## config.mk

```make
export PLATFORM = sky130hd
export DESIGN_NAME = ssim_core
export DESIGN_NICKNAME = d
export VERILOG_FILES = /design/src/core/ssim_pkg.sv /design/src/core/ssim_sticky_flag.sv /design/src/core/ssim_core.sv
export SDC_FILE = /design/constraint.sdc
export NUM_CORES = 1
export LEC_CHECK = 0
export BUFFER_PORTS_ARGS = -buffer_cell sky130_fd_sc_hd__buf_4
export CORE_MARGIN = 2
export CORE_UTILIZATION = 36
export DETAILED_ROUTE_END_ITERATION = 8
export PLACE_DENSITY = 0.71
export SYNTH_ARGS = -nofsm -noshare
export SYNTH_HDL_FRONTEND = slang
export SYNTH_SLANG_ARGS = --single-unit
```

## constraint.sdc

```tcl
create_clock -name clk -period 2.4 [get_ports clk]
set_input_delay 0.24 -clock clk [delete_from_list [all_inputs] [get_ports clk]]
set_output_delay 0.24 -clock clk [all_outputs]
set_load 0.02 [all_outputs]
```

## src/core/ssim_pkg.sv

```systemverilog
// Constants, types and carriers shared by the serial port interrupt block.
package ssim_pkg;

  // ----------------------------------------------------------------------
  // Register map
  // ----------------------------------------------------------------------
  // Width of the byte address seen by the register slave.
  localparam int unsigned ADDR_W = 4;
  // Byte offsets of the four registers.
  localparam logic [3:0] OFS_ENABLE = 4'h0;
  localparam logic [3:0] OFS_RAW = 4'h4;
  localparam logic [3:0] OFS_MASKED = 4'h8;
  localparam logic [3:0] OFS_CLEAR = 4'hC;

  // ----------------------------------------------------------------------
  // Field positions and values
  // ----------------------------------------------------------------------
  // Number of interrupt sources and their bit positions.
  localparam int unsigned NSRC = 4;
  localparam int unsigned BIT_TX = 3;
  localparam int unsigned BIT_RX = 2;
  localparam int unsigned BIT_RT = 1;
  localparam int unsigned BIT_ROR = 0;
  // Number of sticky event flags (time-out and overrun, bits 1 and 0).
  localparam int unsigned NSTICKY = 2;
  // Value of the enable field after reset.
  localparam logic [3:0] ENABLE_RST = 4'h0;
  // FIFO fill thresholds, in entries.
  localparam int unsigned CNT_W = 4;
  localparam logic [3:0] TX_LEVEL_MAX = 4'h4;
  localparam logic [3:0] RX_LEVEL_MIN = 4'h4;
  // Bus response codes.
  localparam logic [1:0] RESP_OKAY = 2'h0;
  localparam logic [1:0] RESP_SLVERR = 2'h2;
  // Upper read bits that are always zero.
  localparam logic [27:0] PAD_ZERO = 28'h0000000;

  // ----------------------------------------------------------------------
  // Types
  // ----------------------------------------------------------------------
  // Which register an address selects.
  typedef enum {
    SSIM_REG_ENABLE,
    SSIM_REG_RAW,
    SSIM_REG_MASKED,
    SSIM_REG_CLEAR,
    SSIM_REG_NONE
  } ssim_reg_t;

  // Status arriving from the FIFO and sequencing logic of the port.
  typedef struct packed {
    logic port_enable;
    logic [CNT_W-1:0] tx_count;
    logic [CNT_W-1:0] rx_count;
    logic timeout_evt;
    logic overrun_evt;
  } ssim_src_t;

  // Whole state of the register slave.
  typedef struct packed {
    logic aw_held;
    logic [ADDR_W-1:0] aw_addr;
    logic w_held;
    logic [31:0] w_data;
    logic [3:0] w_strb;
    logic bvalid;
    logic [1:0] bresp;
    logic rvalid;
    logic [31:0] rdata;
    logic [1:0] rresp;
    logic [NSRC-1:0] enable;
    logic irq;
  } ssim_state_t;

  // Whole state of one sticky flag.
  typedef struct packed {
    logic flag;
  } ssim_flag_state_t;

endpackage

```

## src/core/ssim_sticky_flag.sv

```systemverilog
// One sticky event flag: set by a pulse, cleared by software.
`timescale 1ns/1ns
module ssim_sticky_flag
  import ssim_pkg::*;
(
  // Clock and reset.
  input wire logic clk,
  input wire logic nrst,
  // Event and clear pulses.
  input wire logic set_pulse,
  input wire logic clear_pulse,
  // Flag value.
  output logic flag
);

  // Current and next state.
  ssim_flag_state_t st_r;
  ssim_flag_state_t st_nxt;

  // A set in the same cycle as a clear wins, so no event is lost.
  always_comb begin
    st_nxt = st_r;
    if (set_pulse) begin
      st_nxt.flag = 1'b1;
    end else if (clear_pulse) begin
      st_nxt.flag = 1'b0;
    end
  end

  // State register, cleared by reset.
  always_ff @(posedge clk or negedge nrst) begin
    if (!nrst) begin
      st_r <= '0;
    end else begin
      st_r <= st_nxt;
    end
  end

  // The flag comes straight from the flip-flop.
  assign flag = st_r.flag;
endmodule

```

## src/core/ssim_core.sv

```systemverilog
// Interrupt enable, raw and masked status of the serial port, AXI4-Lite.
//
// Design decisions made here: the placing of the registers and the AXI4-Lite interface to the registers.
`timescale 1ns/1ns
module ssim_core
  import ssim_pkg::*;
(
  // Clock and reset.
  input wire logic clk,
  input wire logic nrst,
  // AXI4-Lite write address channel.
  input wire logic [ADDR_W-1:0] s_axi_awaddr,
  input wire logic s_axi_awvalid,
  output logic s_axi_awready,
  // AXI4-Lite write data channel.
  input wire logic [31:0] s_axi_wdata,
  input wire logic [3:0] s_axi_wstrb,
  input wire logic s_axi_wvalid,
  output logic s_axi_wready,
  // AXI4-Lite write response channel.
  output logic [1:0] s_axi_bresp,
  output logic s_axi_bvalid,
  input wire logic s_axi_bready,
  // AXI4-Lite read address channel.
  input wire logic [ADDR_W-1:0] s_axi_araddr,
  input wire logic s_axi_arvalid,
  output logic s_axi_arready,
  // AXI4-Lite read data channel.
  output logic [31:0] s_axi_rdata,
  output logic [1:0] s_axi_rresp,
  output logic s_axi_rvalid,
  input wire logic s_axi_rready,
  // Status of the port's FIFOs and event detectors.
  input wire ssim_src_t src,
  // Combined interrupt to the processor.
  output logic serial_port_irq
);

  // ----------------------------------------------------------------------
  // Declarations
  // ----------------------------------------------------------------------
  // Current and next state of the slave.
  ssim_state_t st_r;
  ssim_state_t st_nxt;
  // Raw and masked interrupt flags.
  logic [NSRC-1:0] raw;
  logic [NSRC-1:0] masked;
  // Sticky flags with their set and clear pulses.
  logic [NSTICKY-1:0] sticky;
  logic [NSTICKY-1:0] set_pulse;
  logic [NSTICKY-1:0] clear_pulse;
  // Channel handshakes completing this cycle.
  logic aw_fire;
  logic w_fire;
  logic ar_fire;
  // A write whose address and data are both present this cycle.
  logic wr_commit;
  // Address, data and strobes of the write being committed.
  logic [ADDR_W-1:0] wr_addr;
  logic [31:0] wr_data;
  logic [3:0] wr_strb;
  // Decoded targets of the write and the read.
  ssim_reg_t wr_reg;
  ssim_reg_t rd_reg;
  // Source conditions of the two level interrupts.
  logic tx_level_raw;
  logic rx_level_raw;

  // ----------------------------------------------------------------------
  // Address decode
  // ----------------------------------------------------------------------
  // Maps a byte address to a register; low address bits must be zero.
  function automatic ssim_reg_t ssim_decode(input logic [ADDR_W-1:0] a);
    ssim_reg_t r;
    case (a)
      OFS_ENABLE: r = SSIM_REG_ENABLE;
      OFS_RAW: r = SSIM_REG_RAW;
      OFS_MASKED: r = SSIM_REG_MASKED;
      OFS_CLEAR: r = SSIM_REG_CLEAR;
      default: r = SSIM_REG_NONE;
    endcase
    return r;
  endfunction

  // ----------------------------------------------------------------------
  // Handshakes
  // ----------------------------------------------------------------------
  // Address and data are each held once taken; no new write is taken
  // while a response is still waiting, so at most one write is in flight.
  assign s_axi_awready = !st_r.aw_held && !st_r.bvalid;
  assign s_axi_wready = !st_r.w_held && !st_r.bvalid;
  // One read at a time: the next address waits for the data to go.
  assign s_axi_arready = !st_r.rvalid;

  // Completed transfers on each request channel.
  assign aw_fire = s_axi_awvalid && s_axi_awready;
  assign w_fire = s_axi_wvalid && s_axi_wready;
  assign ar_fire = s_axi_arvalid && s_axi_arready;

  // The write takes effect on the edge where the later half arrives.
  assign wr_commit = (st_r.aw_held || aw_fire) && (st_r.w_held || w_fire);
  assign wr_addr = st_r.aw_held ? st_r.aw_addr : s_axi_awaddr;
  assign wr_data = st_r.w_held ? st_r.w_data : s_axi_wdata;
  assign wr_strb = st_r.w_held ? st_r.w_strb : s_axi_wstrb;

  // Decoded targets.
  assign wr_reg = ssim_decode(wr_addr);
  assign rd_reg = ssim_decode(s_axi_araddr);

  // ----------------------------------------------------------------------
  // Interrupt sources
  // ----------------------------------------------------------------------
  // Transmit level: room for more data, or the port switched off.
  assign tx_level_raw = (src.tx_count <= TX_LEVEL_MAX) ||
                        !src.port_enable;
  // Receive level: at least half the receive FIFO is filled.
  assign rx_level_raw = src.rx_count >= RX_LEVEL_MIN;

  // Event pulses that set the sticky flags, by bit position.
  assign set_pulse[BIT_RT] = src.timeout_evt;
  assign set_pulse[BIT_ROR] = src.overrun_evt;

  // One sticky flag per event source; a one in the matching bit of a
  // write to the clear register drops it, a zero leaves it alone.
  genvar gi;
  generate
    for (gi = 0; gi < NSTICKY; gi = gi + 1) begin : g_sticky
      assign clear_pulse[gi] = wr_commit && (wr_reg == SSIM_REG_CLEAR) &&
                               wr_strb[0] && wr_data[gi];
      ssim_sticky_flag u_flag (
        .clk(clk),
        .nrst(nrst),
        .set_pulse(set_pulse[gi]),
        .clear_pulse(clear_pulse[gi]),
        .flag(sticky[gi])
      );
    end
  endgenerate

  // Raw flags ignore the enables entirely.
  assign raw[BIT_TX] = tx_level_raw;
  assign raw[BIT_RX] = rx_level_raw;
  assign raw[BIT_RT] = sticky[BIT_RT];
  assign raw[BIT_ROR] = sticky[BIT_ROR];

  // Masked flags pass only where the enable bit is one.
  assign masked = raw & st_r.enable;

  // ----------------------------------------------------------------------
  // Next state
  // ----------------------------------------------------------------------
  // Captures requests, applies writes, builds read data and the interrupt.
  always_comb begin
    st_nxt = st_r;
    // Hold a write address that arrives before its data.
    if (aw_fire) begin
      st_nxt.aw_held = 1'b1;
      st_nxt.aw_addr = s_axi_awaddr;
    end
    // Hold write data that arrives before its address.
    if (w_fire) begin
      st_nxt.w_held = 1'b1;
      st_nxt.w_data = s_axi_wdata;
      st_nxt.w_strb = s_axi_wstrb;
    end
    // Retire the response once the master has taken it.
    if (st_r.bvalid && s_axi_bready) begin
      st_nxt.bvalid = 1'b0;
    end
    // Apply a complete write and raise its response.
    if (wr_commit) begin
      st_nxt.aw_held = 1'b0;
      st_nxt.w_held = 1'b0;
      st_nxt.bvalid = 1'b1;
      st_nxt.bresp = RESP_OKAY;
      case (wr_reg)
        SSIM_REG_ENABLE: begin
          // Only the four enable bits are kept; upper bits are dropped.
          if (wr_strb[0]) begin
            st_nxt.enable = wr_data[NSRC-1:0];
          end
        end
        SSIM_REG_NONE: begin
          // Nothing lives here: report a slave error.
          st_nxt.bresp = RESP_SLVERR;
        end
        default: begin
          // Status registers ignore writes; the clear acts by pulses.
          st_nxt.bresp = RESP_OKAY;
        end
      endcase
    end
    // Retire read data once the master has taken it.
    if (st_r.rvalid && s_axi_rready) begin
      st_nxt.rvalid = 1'b0;
    end
    // Capture read data at the edge the address is taken.
    if (ar_fire) begin
      st_nxt.rvalid = 1'b1;
      st_nxt.rresp = RESP_OKAY;
      case (rd_reg)
        SSIM_REG_ENABLE: begin
          st_nxt.rdata = {PAD_ZERO, st_r.enable};
        end
        SSIM_REG_RAW: begin
          st_nxt.rdata = {PAD_ZERO, raw};
        end
        SSIM_REG_MASKED: begin
          st_nxt.rdata = {PAD_ZERO, masked};
        end
        SSIM_REG_CLEAR: begin
          // Write-only register reads as zero.
          st_nxt.rdata = 32'h00000000;
        end
        default: begin
          st_nxt.rdata = 32'h00000000;
          st_nxt.rresp = RESP_SLVERR;
        end
      endcase
    end
    // Any masked flag drives the combined interrupt.
    st_nxt.irq = |masked;
  end

  // ----------------------------------------------------------------------
  // State register
  // ----------------------------------------------------------------------
  // Reset leaves all sources disabled and no transfer pending.
  always_ff @(posedge clk or negedge nrst) begin
    if (!nrst) begin
      st_r <= '0;
      st_r.enable <= ENABLE_RST;
    end else begin
      st_r <= st_nxt;
    end
  end

  // ----------------------------------------------------------------------
  // Outputs
  // ----------------------------------------------------------------------
  // Response channels and the interrupt come from flip-flops.
  assign s_axi_bvalid = st_r.bvalid;
  assign s_axi_bresp = st_r.bresp;
  assign s_axi_rvalid = st_r.rvalid;
  assign s_axi_rdata = st_r.rdata;
  assign s_axi_rresp = st_r.rresp;
  assign serial_port_irq = st_r.irq;
endmodule

```

# --- Word level (Yosys, flattened, before mapping) ---
# Index checks and enable logic that the tools add are counted.
totals:
  in_bits: 62
  wordCells: 81
  regBits: 87
classes:
  reduce_logical: 33
  n_lt_le_gt_ge: 2
  eq_ne: 11
  bitwise: 1
  n_mux: 20
op_table:
  columns: ["cell", "n"]
  rows:
  - ["$eq 32x2->1 const B", 2]
  - ["$eq 32x3->1 const B", 2]
  - ["$logic_not 32->1", 2]
  - ["$mux 37", 1]
  - ["$mux 35", 1]
  - ["$eq 32x1->1 const B", 1]
  - ["$pmux 3 s4", 2]
  - ["$eq 4x4->1 const B", 4]
  - ["$logic_and 1x1->1", 12]
  - ["$pmux 4 s3", 1]
  - ["$reduce_bool 2->1", 6]
  - ["$mux 1", 9]
  - ["$eq 4x3->1 const B", 2]
  - ["$logic_not 4->1", 2]
  - ["$mux 4", 2]
  - ["$reduce_or 4->1", 2]
  - ["$logic_not 1->1", 5]
  - ["$mux 5", 1]
  - ["$and 4x4->4", 1]
  - ["$ge 4x3->1 const B", 1]
  - ["$le 4x3->1 const B", 1]
  - ["$mux 2", 2]
  - ["$logic_or 1x1->1", 3]
  - ["$mux 3", 1]
  - ["$reduce_and 3->1", 1]

# --- Longest topological paths before layout ---
depth:
  depth_word: 10
  ltp_mapped: 6

# --- Cells and area by module ---
# A second synthesis with hierarchy kept.
hier_totals:
  hier_cells: 147
  area_unflattened_um2: 1527.7
modules_own_cells:
  columns: ["mod", "area_each_um2", "seq_area_each_um2", "cells_each", "instances"]
  rows:
  - ["ssim_core", 1455.1, 600.6, 141, 1]
  - ["ssim_sticky_flag", 36.3, 25.0, 3, 2]

# --- Worst setup path before layout ---
# Ideal clock, no wire load.
synth_path:
  kind: "register -> register"
  startpoint: "register st_r, in the netlist s_axi_bvalid"
  endpoint: "register st_r[1] in the netlist's numbering"
  path_stages_with_launch: 6
  t_required_ps: 2275
  period_less_slack_ps: 1782
  t_arrival_ps: 1656
  path_slack_ps: 618
  n_path_buf: 1
  setup_ps: 125
  cell_sequence: "dfrtp_1 -> nor2b_1 -> o22ai_1 -> or4_1 -> buf_2 -> mux2_4"
synth_via:
  elab_chain_cells: 6
synth_rtl:
  columns: ["element", "line_no", "source"]
  rows:
  - ["start, declared", "ssim_core.sv:43", "ssim_state_t st_r;"]
  - ["start signal, assigned", "ssim_core.sv:234", "st_r <= st_nxt;"]
  - ["$logic_not 1->1 (*)", "ssim_core.sv:90, ssim_core.sv:91", null]
  - ["$logic_and 1x1->1 (on tied branches)", "ssim_core.sv:90, ssim_core.sv:91", null]
  - ["$logic_and 1x1->1 (on tied branches)", "ssim_core.sv:96, ssim_core.sv:97", null]
  - ["$logic_or 1x1->1", "ssim_core.sv:101", "assign wr_commit = (st_r.aw_held || aw_fire) && (st_r.w_held || w_fire);"]
  - ["$logic_and 1x1->1 (*)", "ssim_core.sv:101", null]
  - ["$reduce_and 3->1 (no source line) (*)", null, null]
# Every way passes the cells marked *; elsewhere a longest branch is shown, timed or not.
# A chain may end at the register's enable or synchronous reset.

# --- Worst setup path in the final report ---
layout_path:
  startpoint: "register st_r[84] in the netlist's numbering"
  endpoint: "register st_r[3] in the netlist's numbering"
layout_via:
  elab_chain_cells: 6
layout_rtl:
  columns: ["element"]
  rows:
  - ["branches (longest 5 deep; another with $logic_not 32->1)"]
  - ["$reduce_and 3->1 (no source line) (*)"]
# Mark *: on every way between the ends.

==> summary.txt <==
status -> completed
PnR worst setup slack -> 489.8 ps
1st-iter DRT viols -> 17
Largest delay share family, worst path -> simple AND/OR/NAND/NOR gates
I/O Buffers -> 40
worst relative slew slack -> 0.5294
DRC -> 0
synthesized area -> 1511 sq um
CP Buf/Inv Count -> 0
Req. time, crit path -> 2560 ps
TritonCTS buffer count -> 3
unrepaired setup endpoints after global routing -> no
Place WS -> 487.7 ps
crit path DAT -> 2070 ps
clock skew -> 1.314 ps
placed inst area -> 1684 sq um
register bit count reported by yosys -> 26
Pwr Total -> 1.578 mW
Distinct cells, synth -> 33
Crit-path slowest cell -> or4_1
yosys synthesis warning count -> 0
Setup crit start kind -> register
total of max-cap violations -> 0
antenna violations before repair -> 0
minimum clock period after layout -> 1910 ps
Post-synth ARST share -> 1.000
TritonCTS clock tree -> yes
clock slew at reported path FFs -> 90 ps
largest net degree at the start of global routing -> 27
clock tree sinks -> 26
peak supply drop -> 0.0006065 V
Crit path depth -> 4
WL final -> 2493 um
post-synthesis cell count -> 143
Pwr Density -> 901.9 nW/um^2
met1 usage -> 0.1379
Max Slew Vio Count -> 0
EDFF count, synth -> 0
Core Box Area -> 4029 sq um
commonest non-fill, non-tap cells in the layout -> 40 x buf_4, 30 x conb_1, 26 x dfrtp_1, 14 x mux2_2, 9 x nor2_1
root buffer cell -> clkbuf_8
# diodes -> 0
PostCTS Resize Cnt -> 0
drt wl/cell -> 11.03 um
Worst Setup Path Type -> register to register
Die H -> 68.80 um
gr busiest metal -> met2
FMAX -> 0.5235 GHz
Avg Cell Area, Syn -> 10.57 sq um
Initial Util -> 0.3752
ratio of cells with drive above 1 in the final layout -> 0.3580
Hold WC Path Type -> input port to register
final-report hold violation count -> 0
most used flip-flop cell after synthesis -> dfrtp_1
crit-path max cell delay -> 690 ps
grt met3 use -> 0.03896
post-route ant nets -> 0
num ports -> 104
DR pass1 iterations -> 4
Final period util -> 0.7959
worst reg2reg path depth -> 4
Vias -> 995
worst-path fanout max -> 9
global-route wire length before repair -> 3684 um
final setup TNS -> 0 ps
via/cell ratio -> 4.403
Tightest Pin Transition -> 700.5 ps
Nets -> 239
Total GRT Usage -> 0.1060
nature of the critical path endpoint -> register
vias in the first global route -> 829
final setup violating endpoints -> 0
die area -> 4733 sq um
global-route congestion overflow total -> 0
worst path cell trace -> nor3_2 -> a21oi_1 -> or4_1 -> mux2_4
Routability Congestion -> 0.6667
fin area -> 1749 sq um
Post-CTS Hold Buffers -> 1
Reg area -> 650.6 sq um
multi-input logic area -> 651.9 sq um
commonest non-fill, non-tap cell in the layout -> buf_4
Skew-Pair Late Insertion Delay -> 260 ps
Min-Delay Path Depth -> 2
Post-CTS Repair Setup Buffers -> 0
met2 Use GR -> 0.1695
P&R area growth vs syn -> 15.73%
final hold slack -> 143.4 ps
maximum clock insertion buffer count -> 2
Die W -> 68.80 um
H-Tree Depth -> 1
sequential share of the synthesized area -> 0.4305
Leak Pwr -> 0.8588 nW
fillers -> 414
# rows -> 23
[metal layers]
metal / vias up / routed length [um]
met4: 0 / 16
li1: 497 / -
met3: 2 / 218
met1: 455 / 1121
met2: 41 / 1137
met5: - / 0
[layout make-up]
cell class              count  share of cell area
flip-flops and latches     26              0.3720
inverters                   5             0.01073
clock buffers               4             0.03147
repair buffers             41              0.1774
well taps                  50             0.03577
multi-input cells         100              0.3727
[per-stage QoR]
step | utilization | std cells
detailed placement | 0.4180 | 221
global placement | 0.4180 | 221
global route | 0.4342 | 226
CTS | 0.4342 | 226
finish | 0.4342 | 226
floorplan | - | 172
[synth_stat cells, types with 2 or more instances]
cell	instances	area share
a21oi_1	3	0.0099
a22o_1	3	0.017
a31oi_1	3	0.012
buf_2	2	0.0066
buf_4	36	0.18
clkbuf_1	2	0.0050
dfrtp_1	26	0.43
inv_1	5	0.012
mux2_2	14	0.10
mux2_4	4	0.040
mux2i_1	3	0.020
nand2_1	3	0.0074
nand4b_1	2	0.012
nor2_1	9	0.022
nor2b_1	2	0.0083
nor3_1	3	0.0099
o21a_1	2	0.0099
o21ai_0	4	0.013
o22ai_1	3	0.012
[where the power goes]
| part | switching (mW) | internal (mW) |
|---|---|---|
| combinational | 0.289 | 0.309 |
| sequential | 0.116 | 0.584 |
| clock | 0.133 | 0.146 |
| total | 0.538 | 1.04 |
[cell families after synthesis]
family / synth area share
compound gates: 0.08692
buf+inv: 0.2103
flops: 0.4305
mux: 0.1639
other cells: 0.002481
simple gates: 0.1060
[state kept, by name, summed over array words and instances (netlist names)]
name,cells
s_axi_rdata,4
s_axi_bresp,1
serial_port_irq,1
st_r,15
s_axi_rvalid,1
s_axi_rresp,1
s_axi_bvalid,1
g_sticky.u_flag.flag,2
[final timing paths]
kind,start,end,slack [ps]
max in group asynchronous,nrst,st_r[83],1750
min reg2reg,st_r[50],st_r[50],510
min,s_axi_bready,s_axi_bvalid,140
max reg2reg,st_r[84],st_r[3],490
min in group asynchronous,nrst,st_r[81],410
max,st_r[84],st_r[3],490
(Power assumes the default switching activity.)
